File: src/core/dcce_defines.svh
/*
 Constants for the DMA CRC and checksum engine.
 Assumes one 50 MHz system clock and an AXI4-Lite register port.
*/
// What this block does
// - LFSR mode: bit order control 1 is LSB first, 0 is MSB first
// - Bits 12-8 hold polynomial length minus one; ignored in checksum mode
// - Enable bit 7 routes the selected channel through the engine
// - Write reordering on forbids unaligned transfers and setting append mode
// - Append mode absorbs data, then writes result to destination start
// - Append clear passes data through to destination, reordered if selected
// - Bit 5 selects checksum (1) or LFSR CRC (0)
// - Bits 2-0 pick which of channels 0 to 7 the engine serves
// - Writing result register seeds engine; reading returns current value
// - LFSR mode: result bits above polynomial length read zero
// - Checksum mode: only low 16 result bits used, upper read zero
// - Checksum mode: result written and read in ones complement form
// - Tap mask 1 bits enable XOR feedback at that stage
// - Checksum mode ignores the tap mask
// - Checksum mode: bit order control 1 reflects, 0 does not
// - Byte order 00 none, 01 word reverse, 10 half swap, 11 half bytes
// - Write reordering 1 reorders destination data; 0 leaves it unaltered
`ifndef DCCE_DEFINES_SVH
`define DCCE_DEFINES_SVH

`define DCCE_OFS_CONTROL 4'h0
`define DCCE_OFS_RESULT 4'h4
`define DCCE_OFS_TAPS 4'h8

`define DCCE_BIT_CH_LO 0
`define DCCE_BIT_CH_HI 2
`define DCCE_BIT_TYPE 5
`define DCCE_BIT_APPEND 6
`define DCCE_BIT_ENABLE 7
`define DCCE_BIT_POLY_LENGTH_MINUS_ONE_LO 8
`define DCCE_BIT_POLY_LENGTH_MINUS_ONE_HI 12
`define DCCE_BIT_BIT_ORDER_REFLECT 24
`define DCCE_BIT_WBO 27
`define DCCE_BIT_BYTE_ORDER_SELECT_LO 28
`define DCCE_BIT_BYTE_ORDER_SELECT_HI 29

`define DCCE_CONTROL_MASK 32'h3900_1FE7
`define DCCE_RESET_WORD 32'h0000_0000
`define DCCE_HALF_MASK 32'h0000_FFFF
`define DCCE_RESP_OKAY 2'h0
`define DCCE_RESP_SLVERR 2'h2

`define DCCE_BYTE_ORDER_SELECT_NONE 2'h0
`define DCCE_BYTE_ORDER_SELECT_WORD 2'h1
`define DCCE_BYTE_ORDER_SELECT_HALF 2'h2
`define DCCE_BYTE_ORDER_SELECT_HBYTE 2'h3

`endif

File: src/core/dcce_pkg.sv
/*
 Types shared by the engine files.
 Assumes the defines header is compiled alongside.
*/
package dcce_pkg;
	typedef struct packed {
		logic [31:0] data;
		logic [2:0] chan;
		logic last;
		logic append_word;
	} dcce_beat_t;

	typedef enum logic [1:0] {
		DCCE_ALGO_LFSR,
		DCCE_ALGO_IPSUM
	} dcce_algo_t;
endpackage

File: src/core/dcce_skid.sv
/*
 Two-entry buffer between engine and destination side.
 Assumes source and sink share clk_sys_in.
*/
`timescale 1ns/1ps
module dcce_skid
	import dcce_pkg::*;
#(
	parameter int DEPTH = 2
) (
	input wire logic clk_sys_in,
	input wire logic rst_n_in,
	input wire logic in_valid_in,
	output logic in_ready_out,
	input dcce_beat_t in_beat_in,
	output logic out_valid_out,
	input wire logic out_ready_in,
	output dcce_beat_t out_beat_out
);
	dcce_beat_t mem_reg [DEPTH];
	logic [1:0] count_reg;
	logic wr_ptr_reg;
	logic rd_ptr_reg;
	logic push;
	logic pop;

	assign in_ready_out = (count_reg != 2'(DEPTH));
	assign out_valid_out = (count_reg != 2'h0);
	assign push = in_valid_in && in_ready_out;
	assign pop = out_valid_out && out_ready_in;
	assign out_beat_out = mem_reg[rd_ptr_reg];

	always_ff @(posedge clk_sys_in) begin
		if (push)
			mem_reg[wr_ptr_reg] <= in_beat_in;
	end

	always_ff @(posedge clk_sys_in or negedge rst_n_in) begin
		if (!rst_n_in) begin
			count_reg <= 2'h0;
			wr_ptr_reg <= 1'b0;
			rd_ptr_reg <= 1'b0;
		end else begin
			if (push)
				wr_ptr_reg <= ~wr_ptr_reg;
			if (pop)
				rd_ptr_reg <= ~rd_ptr_reg;
			count_reg <= count_reg + 2'(push) - 2'(pop);
		end
	end
endmodule

File: src/core/dcce_top.sv
/*
 DMA CRC / IP checksum engine with AXI4-Lite registers.
 Assumes the DMA offers source beats of any channel with
 valid/ready and marks the last beat of each block; the destination
 side accepts beats through a two-entry buffer.
*/
// The AXI4-Lite register port and the register offsets are this design's own decisions.
`timescale 1ns/1ps
`include "dcce_defines.svh"
module dcce_top
	import dcce_pkg::*;
#(
	parameter int NUM_CH = 8
) (
	input wire logic clk_sys_in,
	input wire logic rst_n_in,
	input wire logic [3:0] s_axi_awaddr,
	input wire logic s_axi_awvalid,
	output logic s_axi_awready,
	input wire logic [31:0] s_axi_wdata,
	input wire logic [3:0] s_axi_wstrb,
	input wire logic s_axi_wvalid,
	output logic s_axi_wready,
	output logic [1:0] s_axi_bresp,
	output logic s_axi_bvalid,
	input wire logic s_axi_bready,
	input wire logic [3:0] s_axi_araddr,
	input wire logic s_axi_arvalid,
	output logic s_axi_arready,
	output logic [31:0] s_axi_rdata,
	output logic [1:0] s_axi_rresp,
	output logic s_axi_rvalid,
	input wire logic s_axi_rready,
	input wire logic src_valid_in,
	output logic src_ready_out,
	input wire logic [31:0] src_data_in,
	input wire logic [2:0] src_chan_in,
	input wire logic src_last_in,
	output logic dst_valid_out,
	input wire logic dst_ready_in,
	output logic [31:0] dst_data_out,
	output logic [2:0] dst_chan_out,
	output logic dst_last_out,
	output logic dst_append_word_out,
	output logic unaligned_allowed_out
);
	logic [31:0] control_reg;
	logic [31:0] taps_reg;
	logic [31:0] accum_reg;
	logic [31:0] accum_next;
	logic aw_held_reg;
	logic w_held_reg;
	logic [3:0] awaddr_reg;
	logic [31:0] wdata_reg;
	logic [3:0] wstrb_reg;
	logic append_pending_reg;
	logic [2:0] append_chan_reg;

	logic enable;
	logic append_mode;
	logic write_reorder_enable;
	logic bit_order_reflect;
	logic [1:0] byte_order_select;
	logic [4:0] poly_length_minus_one;
	logic [2:0] sel_ch;
	dcce_algo_t algo;
	logic chan_hit;
	logic beat_take;
	logic wr_fire;
	logic [31:0] wmask;
	logic [31:0] ctl_written;
	logic [31:0] len_mask;
	logic [31:0] result_view;
	logic [31:0] fed_data;
	logic [31:0] reordered;
	dcce_beat_t buf_in;
	dcce_beat_t buf_out;
	logic buf_in_valid;
	logic buf_in_ready;

	assign enable = control_reg[`DCCE_BIT_ENABLE];
	assign append_mode = control_reg[`DCCE_BIT_APPEND];
	assign write_reorder_enable = control_reg[`DCCE_BIT_WBO];
	assign bit_order_reflect = control_reg[`DCCE_BIT_BIT_ORDER_REFLECT];
	assign byte_order_select = control_reg[`DCCE_BIT_BYTE_ORDER_SELECT_HI:`DCCE_BIT_BYTE_ORDER_SELECT_LO];
	assign poly_length_minus_one = control_reg[`DCCE_BIT_POLY_LENGTH_MINUS_ONE_HI:`DCCE_BIT_POLY_LENGTH_MINUS_ONE_LO];
	assign sel_ch = control_reg[`DCCE_BIT_CH_HI:`DCCE_BIT_CH_LO];
	assign algo = control_reg[`DCCE_BIT_TYPE] ? DCCE_ALGO_IPSUM
		: DCCE_ALGO_LFSR;
	assign unaligned_allowed_out = !write_reorder_enable;

	// Byte order selection, shared by engine feed and destination write
	always_comb begin
		case (byte_order_select)
			`DCCE_BYTE_ORDER_SELECT_WORD: reordered = {src_data_in[7:0],
				src_data_in[15:8], src_data_in[23:16],
				src_data_in[31:24]};
			`DCCE_BYTE_ORDER_SELECT_HALF: reordered = {src_data_in[15:0],
				src_data_in[31:16]};
			`DCCE_BYTE_ORDER_SELECT_HBYTE: reordered = {src_data_in[23:16],
				src_data_in[31:24], src_data_in[7:0],
				src_data_in[15:8]};
			default: reordered = src_data_in;
		endcase
	end
	assign fed_data = reordered;

	// Only the selected channel is steered through the engine
	assign chan_hit = enable && (src_chan_in == sel_ch)
		&& (int'(sel_ch) < NUM_CH);

	// Source stalls while the append word waits for buffer room
	assign src_ready_out = buf_in_ready && !append_pending_reg;
	assign beat_take = src_valid_in && src_ready_out;

	always_comb begin
		buf_in.chan = src_chan_in;
		buf_in.last = src_last_in;
		buf_in.append_word = 1'b0;
		buf_in.data = (chan_hit && write_reorder_enable) ? reordered
			: src_data_in;
		buf_in_valid = src_valid_in && !append_pending_reg
			&& !(chan_hit && append_mode);
		if (append_pending_reg) begin
			buf_in.chan = append_chan_reg;
			buf_in.last = 1'b1;
			buf_in.append_word = 1'b1;
			buf_in.data = result_view;
			buf_in_valid = 1'b1;
		end
	end

	// Absorbed beats still need buffer ready so ordering is kept simple
	dcce_skid #(
		.DEPTH(2)
	) u_skid (
		.clk_sys_in(clk_sys_in),
		.rst_n_in(rst_n_in),
		.in_valid_in(buf_in_valid),
		.in_ready_out(buf_in_ready),
		.in_beat_in(buf_in),
		.out_valid_out(dst_valid_out),
		.out_ready_in(dst_ready_in),
		.out_beat_out(buf_out)
	);
	assign dst_data_out = buf_out.data;
	assign dst_chan_out = buf_out.chan;
	assign dst_last_out = buf_out.last;
	assign dst_append_word_out = buf_out.append_word;

	always_ff @(posedge clk_sys_in or negedge rst_n_in) begin
		if (!rst_n_in) begin
			append_pending_reg <= 1'b0;
			append_chan_reg <= 3'h0;
		end else if (append_pending_reg) begin
			if (buf_in_ready)
				append_pending_reg <= 1'b0;
		end else if (beat_take && chan_hit && append_mode
			&& src_last_in) begin
			append_pending_reg <= 1'b1;
			append_chan_reg <= src_chan_in;
		end
	end

	// One 32-bit step of the engine per beat
	function automatic logic [31:0] engine_step(
		input logic [31:0] acc,
		input logic [31:0] din,
		input dcce_algo_t a,
		input logic refl,
		input logic [4:0] pl,
		input logic [31:0] taps
	);
		logic [31:0] s;
		logic [16:0] sum;
		logic fb;
		logic dbit;
		logic [31:0] d;
		s = acc;
		sum = 17'h0_0000;
		fb = 1'b0;
		dbit = 1'b0;
		d = din;
		if (a == DCCE_ALGO_IPSUM) begin
			// Reflection swaps bit order within each half-word
			if (refl) begin
				for (int j = 0; j < 16; j++) begin
					d[j] = din[15 - j];
					d[16 + j] = din[31 - j];
				end
			end
			sum = {1'b0, acc[15:0]} + {1'b0, d[15:0]};
			sum = {1'b0, sum[15:0]} + {16'h0000, sum[16]};
			sum = {1'b0, sum[15:0]} + {1'b0, d[31:16]};
			sum = {1'b0, sum[15:0]} + {16'h0000, sum[16]};
			s = {16'h0000, sum[15:0]};
		end else begin
			for (int i = 0; i < 32; i++) begin
				dbit = refl ? din[i] : din[31 - i];
				fb = s[pl] ^ dbit;
				s = {s[30:0], 1'b0};
				s = s ^ (taps & {32{fb}});
			end
		end
		return s;
	endfunction

	// Internal sum is the raw ones complement accumulation
	assign len_mask = 32'hFFFF_FFFF >> (5'd31 - poly_length_minus_one);
	always_comb begin
		if (algo == DCCE_ALGO_IPSUM)
			result_view = ~accum_reg & `DCCE_HALF_MASK;
		else
			result_view = accum_reg & len_mask;
	end

	assign wr_fire = aw_held_reg && w_held_reg && !s_axi_bvalid;
	assign wmask = {{8{wstrb_reg[3]}}, {8{wstrb_reg[2]}},
		{8{wstrb_reg[1]}}, {8{wstrb_reg[0]}}};

	always_comb begin
		accum_next = accum_reg;
		if (wr_fire && awaddr_reg == `DCCE_OFS_RESULT) begin
			accum_next = (result_view & ~wmask) | (wdata_reg & wmask);
			if (algo == DCCE_ALGO_IPSUM)
				accum_next = ~accum_next & `DCCE_HALF_MASK;
		end else if (beat_take && chan_hit) begin
			accum_next = engine_step(accum_reg, fed_data, algo, bit_order_reflect,
				poly_length_minus_one, taps_reg);
		end
	end

	always_ff @(posedge clk_sys_in or negedge rst_n_in) begin
		if (!rst_n_in)
			accum_reg <= `DCCE_RESET_WORD;
		else
			accum_reg <= accum_next;
	end

	// Append bit is dropped whenever write reordering ends up set
	always_comb begin
		ctl_written = ((control_reg & ~wmask) | (wdata_reg & wmask))
			& `DCCE_CONTROL_MASK;
		if (ctl_written[`DCCE_BIT_WBO])
			ctl_written[`DCCE_BIT_APPEND] = 1'b0;
	end

	always_ff @(posedge clk_sys_in or negedge rst_n_in) begin
		if (!rst_n_in)
			control_reg <= `DCCE_RESET_WORD;
		else if (wr_fire && awaddr_reg == `DCCE_OFS_CONTROL)
			control_reg <= ctl_written;
	end

	always_ff @(posedge clk_sys_in or negedge rst_n_in) begin
		if (!rst_n_in)
			taps_reg <= `DCCE_RESET_WORD;
		else if (wr_fire && awaddr_reg == `DCCE_OFS_TAPS)
			taps_reg <= (taps_reg & ~wmask) | (wdata_reg & wmask);
	end

	// Write channels: address and data caught independently
	assign s_axi_awready = !aw_held_reg;
	assign s_axi_wready = !w_held_reg;

	always_ff @(posedge clk_sys_in or negedge rst_n_in) begin
		if (!rst_n_in) begin
			aw_held_reg <= 1'b0;
			w_held_reg <= 1'b0;
			awaddr_reg <= 4'h0;
			wdata_reg <= `DCCE_RESET_WORD;
			wstrb_reg <= 4'h0;
			s_axi_bvalid <= 1'b0;
			s_axi_bresp <= `DCCE_RESP_OKAY;
		end else begin
			if (s_axi_awvalid && s_axi_awready) begin
				aw_held_reg <= 1'b1;
				awaddr_reg <= s_axi_awaddr;
			end
			if (s_axi_wvalid && s_axi_wready) begin
				w_held_reg <= 1'b1;
				wdata_reg <= s_axi_wdata;
				wstrb_reg <= s_axi_wstrb;
			end
			if (wr_fire) begin
				aw_held_reg <= 1'b0;
				w_held_reg <= 1'b0;
				s_axi_bvalid <= 1'b1;
				s_axi_bresp <= (awaddr_reg == `DCCE_OFS_CONTROL
					|| awaddr_reg == `DCCE_OFS_RESULT
					|| awaddr_reg == `DCCE_OFS_TAPS)
					? `DCCE_RESP_OKAY : `DCCE_RESP_SLVERR;
			end else if (s_axi_bvalid && s_axi_bready) begin
				s_axi_bvalid <= 1'b0;
			end
		end
	end

	// Read channel: one cycle from address to data
	assign s_axi_arready = !s_axi_rvalid;

	always_ff @(posedge clk_sys_in or negedge rst_n_in) begin
		if (!rst_n_in) begin
			s_axi_rvalid <= 1'b0;
			s_axi_rdata <= `DCCE_RESET_WORD;
			s_axi_rresp <= `DCCE_RESP_OKAY;
		end else if (s_axi_arvalid && s_axi_arready) begin
			s_axi_rvalid <= 1'b1;
			s_axi_rresp <= `DCCE_RESP_OKAY;
			case (s_axi_araddr)
				`DCCE_OFS_CONTROL: s_axi_rdata <= control_reg;
				`DCCE_OFS_RESULT: s_axi_rdata <= result_view;
				`DCCE_OFS_TAPS: s_axi_rdata <= taps_reg;
				default: begin
					s_axi_rdata <= `DCCE_RESET_WORD;
					s_axi_rresp <= `DCCE_RESP_SLVERR;
				end
			endcase
		end else if (s_axi_rvalid && s_axi_rready) begin
			s_axi_rvalid <= 1'b0;
		end
	end
endmodule

File: config.mk
export PLATFORM = sky130hd
export DESIGN_NAME = dcce_top
export DESIGN_NICKNAME = d
export VERILOG_FILES = /design/src/core/dcce_pkg.sv /design/src/core/dcce_skid.sv /design/src/core/dcce_top.sv
export VERILOG_INCLUDE_DIRS = /design/src /design/src/core
export SDC_FILE = /design/constraint.sdc
export NUM_CORES = 2
export LEC_CHECK = 0
export ABC_AREA = 1
export BUFFER_PORTS_ARGS = -buffer_cell sky130_fd_sc_hd__buf_2
export CORE_AREA = 10 10 407 409
export CTS_CLUSTER_DIAMETER = 100
export DETAILED_ROUTE_END_ITERATION = 16
export DIE_AREA = 0 0 417 419
export HOLD_SLACK_MARGIN = 0.1
export SLEW_MARGIN = 20
export SYNTH_ARGS = -nofsm -noshare
export SYNTH_HDL_FRONTEND = slang
export SYNTH_SLANG_ARGS = --single-unit
File: constraint.sdc
create_clock -name clk_sys_in -period 29.8 [get_ports clk_sys_in]
set_clock_uncertainty 0.15 [all_clocks]
set_input_delay 0 -clock clk_sys_in [delete_from_list [all_inputs] [get_ports clk_sys_in]]
set_output_delay 0 -clock clk_sys_in [all_outputs]
set_load 0.01 [all_outputs]
After elaboration in Yosys (flattened, before gate mapping)
Memory sizes are Yosys's and may differ from the RTL's.
Cells that the tools add are included.
{"block": "totals", "reg_bits": 167, "wordCells": 316, "output_inout_bits": 81, "ramBits": 74, "n_memories": 1}
{"block": "op_classes", "n_shift": 1, "muxes": 127, "order_cmp": 1, "n_addsub": 7, "reduce_logical": 41, "n_bitwise": 110, "eq_ne": 10}
{"memory": "u_skid.mem_reg", "words": 2, "width": 37, "read_ports": 1, "rd_clocked_by_memory_dff": 0, "wr": 1, "line": "dcce_skid.sv:20", "rtl": "dcce_beat_t mem_reg [DEPTH];"}
{"op": "$and 32x32->32", "n": 36}
{"op": "$xor 32x32->32", "n": 32}
{"op": "$mux 32", "n": 10}
{"op": "$pmux 32 s3", "n": 2}
{"op": "$bmux 1 s5", "n": 32}
{"op": "$mux 1", "n": 80}
{"op": "$or 32x32->32", "n": 2}
{"op": "$mux 37", "n": 1}
{"op": "$add 16x16->17", "n": 2}
{"op": "$add 16x1->16", "n": 2}
{"op": "$not 16->16", "n": 2}
{"op": "$not 32->32", "n": 1}
{"op": "$shr 32x5->32 const A", "n": 1}
{"op": "$xor 1x1->1", "n": 32}
{"op": "$and 30x30->30", "n": 1}
{"op": "$or 30x30->30", "n": 1}
{"op": "$logic_and 1x1->1", "n": 22}
{"op": "$reduce_bool 2->1", "n": 6}
{"op": "$eq 4x3->1 const B", "n": 2}
{"op": "$eq 4x4->1 const B", "n": 2}
{"op": "$logic_not 4->1", "n": 2}
{"op": "$logic_not 1->1", "n": 7}
{"op": "$lt 5x6->1 const B", "n": 1}
{"op": "$sub 5x5->5 const A", "n": 1}
{"op": "12 further kinds", "n": 17}

Logic depth before layout (Yosys ltp)
{"block": "depth", "depth_word": 164, "depth_mapped": 399, "depth_no_buf": 359}

Hierarchy
From an unflattened synthesis, not the netlist that was laid out.
{"block": "hier_totals", "cells_unflattened": 8934, "area_unflattened_um2": 54623.6}
{"mod": "dcce_top", "instances": 1, "seq_area_each_um2": 4028.9, "area_each_um2": 51688.3, "cells_each": 8709}
{"mod": "dcce_skid", "instances": 1, "seq_area_each_um2": 2322.2, "area_each_um2": 2935.3, "cells_each": 225}

Least setup slack after synthesis
Ideal clock, no wire load.
{"block": "synth_path", "path_kind": "reg-to-reg", "from": "reg (tool-made name)", "to": "reg accum_reg[30]", "arrival_time_ns": 32.835, "period_less_slack_ns": 33.117, "required_time_ns": 29.518, "slack_ns": -3.317, "path_buffers": 48, "stages_incl_launch_ff": 370, "path_cell_list": "dfrtp_1 -> buf_6 -> buf_4 -> o211ai_1 -> nand2_1 -> a21oi_1 -> nand2_2 -> nand2_2 -> nand2_2 -> nand2_8 -> buf_12 -> nand3_1 -> nand3_1 -> nand2_2 -> nor2_1 -> nor2_1 -> nor2_1 -> nand2_1 -> (+334 left out) -> nand2_2 -> nand2_8 -> buf_12 -> nand4_1 -> nand2_1 -> inv_1 -> nand2_1 -> nand2_1 -> o21ai_1 -> nand3_2 -> nand2_2 -> nand2_2 -> nand2_4 -> buf_8 -> nand2_2 -> xor2_1 -> o21ai_1 -> o21ai_0"}
{"item": "end signal, assigned", "line": "dcce_top.sv:235", "rtl": "accum_reg <= `DCCE_RESET_WORD;"}
{"item": "end signal, assigned", "line": "dcce_top.sv:237", "rtl": "accum_reg <= accum_next;"}
{"item": "end, declared", "line": "dcce_top.sv:49", "rtl": "logic [31:0] accum_reg;"}

==> impl_metrics.ini <==
[status]
status = complete, but fails checks
violations = negative setup slack

[die]
start_util = 0.357
dieHeight_um = 419
placementRows = 146
coreArea_um2 = 157000
ioPinCount = 170
die-area_um2 = 175000
die_x_um = 417

[clocking]
htreeDepth = 1
cts_tree = built
clk_pin_slew_ps = 70
cts.sink_count = 239
clk_latency_ps = 610
clock_path_buffers = 3
root_buffer = clkbuf_16
cts_buffers = 27

[sta]
finalMaxSlewViolations = 0
fin_crit_ps = 41830
fmax_mhz = 23.9
rsz0062_at_grt = true
worstMarginPinSlew_ps = 1200
period_share = 1.40
hold_viol = 0
slew_headroom = 0.188
fin_ws_ps = -12030
setup_violations = 32

[synth]
synthAdderAreaFrac = 0.00917
synth_xor_area_frac = 0.0185
synth_ff_type = dfrtp_1
synth_cell_types = 66
synth.avg_cell_area_um2 = 6.23
synth_top_family_by_area = simple AND/OR/NAND/NOR gates
synth-edff-count = 74
muxShareOfSynthArea = 0.00100
netlist_area_um2 = 56200
ys_seq_elements = 239
synth_warnings = 0
netlist.area_leader.share = 0.193
async_flop_share = 0.690
synth_compound_area_frac = 0.0968
synthTopCellsByArea = nand2_1 19%, nand3_2 11%, nand3_1 10%
synthCells = 9018
synth_simple_gate_area_frac = 0.552
synth_top_area_cell = nand2_1
synth-seq-area-share = 0.113

[grt]
grt_use_total = 0.316
antenna_found_initial = 14
grt_overflow = 0
grt_start_max_net_pins = 96
grt_pass1_vias = 66600
grt_pass1_wl_mm = 424

[critical_path]
startpoint_type = flop
critPathKind = flop to flop
crit_path_max_fanout = 21
cp.arrival_ps = 42130
worstPathRequired_ps = 30100
cp_slowest_stage_delay_ps = 460
worst_path_max_delay_cell = dfrtp_2
cp-end-kind = flop
worst_path_most_repeated_cell = nand2_1

[placement]
numPortBuffers = 167
placed_area_um2 = 70700
hpwlAfterDp_mm = 214
gp_congestion = 1.03

[detailed_routing]
wl_per_cell_um = 22.1
vias = 71000
ant_nets = 0
via_per_inst = 5.35
routed_wl_mm = 293
drt_iter0_markers = 7480
drc = 0
dr.pass1.iters = 6

[run]
cap_violations = 0

[cells_and_area]
fin_area_um2 = 74400
nNetsFinal = 11300
mostFrequentLayoutCells = 2,881 x nand2_1, 2,332 x buf_4, 1,128 x nand3_1
drive_above_1_share = 0.369
mostFrequentLayoutCell = nand2_1
area_growth_pct = 32.4

[min_path]
hp-class = primary input to flop
==> area by class of cell <==
type | instances | area (um^2)
fill | 16300 | 83100
multi-input combinational | 7174 | 39000
timing repair buffer | 2723 | 21600
sequential | 239 | 6420
inverter | 993 | 3880
tap | 2072 | 2590
clock buffer | 37 | 723
clock inverter | 13 | 155
antenna | 4 | 10.0
==> worst max-delay path, delay by kind of cell, from the launching register on <==
family	cells	cell delay, ps
compound gates	33	5180
flops	1	460
simple gates	263	27650
buf+inv	53	7790
xor+xnor	1	180
==> per-stage QoR <==
stage | std cells | util | worst slack, ps | hold slack, ps | TNS (ps)
floorplan | 9019 | - | -2870 | -446 | -89750
global placement | 13000 | 0.449 | -11880 | -169 | -375680
detailed placement | 13000 | 0.449 | -12290 | -165 | -388900
CTS | 13200 | 0.465 | -11380 | 101 | -359500
global route | 13300 | 0.472 | -15080 | 133 | -479510
finish | 13300 | 0.472 | -12030 | 118 | -379590
==> cell usage after synthesis, drive strengths merged, types with 15 or more instances <==
master     n
a21oi    160
a221oi    16
buf      258
clkbuf   343
dfrtp    165
edfxtp    74
ha        38
inv      974
nand2   3330
nand3   1787
nand3b   155
nand4     77
nor2     641
nor3      20
o211ai    23
o21ai    688
o21bai    35
o221ai    15
o22ai     32
xnor2     28
xor2      73
==> layer usage <==
| metal | routed length (um) | GRT usage | part of all wire |
|---|---|---|---|
| met1 | 117000 | 0.396 | 0.40 |
| met2 | 129000 | 0.510 | 0.44 |
| met3 | 24900 | 0.0492 | 0.085 |
| met4 | 21900 | 0.190 | 0.075 |
| met5 | 73 | 0 | 0.00025 |
==> final timing paths <==
check | from | end | slack, ps | cells after the start
max in group asynchronous | rst_n_in | asynchronous set/reset pin | 28050 | 4
hold reg to reg | s_axi_rdata[30] | s_axi_rdata[30] | 330 | 2
min in group asynchronous | rst_n_in | wstrb_reg[3] | 430 | 4
setup / recovery | flop | accum_reg[25] | -12030 | 350
setup reg to reg | flop | accum_reg[25] | -12030 | 350
hold / removal | s_axi_wdata[21] | wdata_reg[21] | 120 | 4
==> timing repair <==
action / CTS / global route
hold endpoints to repair: 330 / 0
resized for setup: 51 / 92
buffers inserted: 4 / 44
gates cloned: 8 / 20
hold buffers: 125 / 0
endpoints found under the setup margin: 32 / 32
pin swaps: 19 / 74
==> logic make-up (layout without fill, tap and decap cells) <==
group                      count (synthesis)  after routing
other                                      1              6
adders and majority gates                 40             40
AOI/OAI and AO/OA                        993            993
DFF                                      239            239
xor gates and xnor gates                 101            101
buffers and inverters                   1616           3766
muxes                                      5              5
and+or+nand+nor                         6023           6033
Power is left out: the tool's default activity adds up to more than one toggle a clock period on the data nets, which glitch-free logic cannot reach.
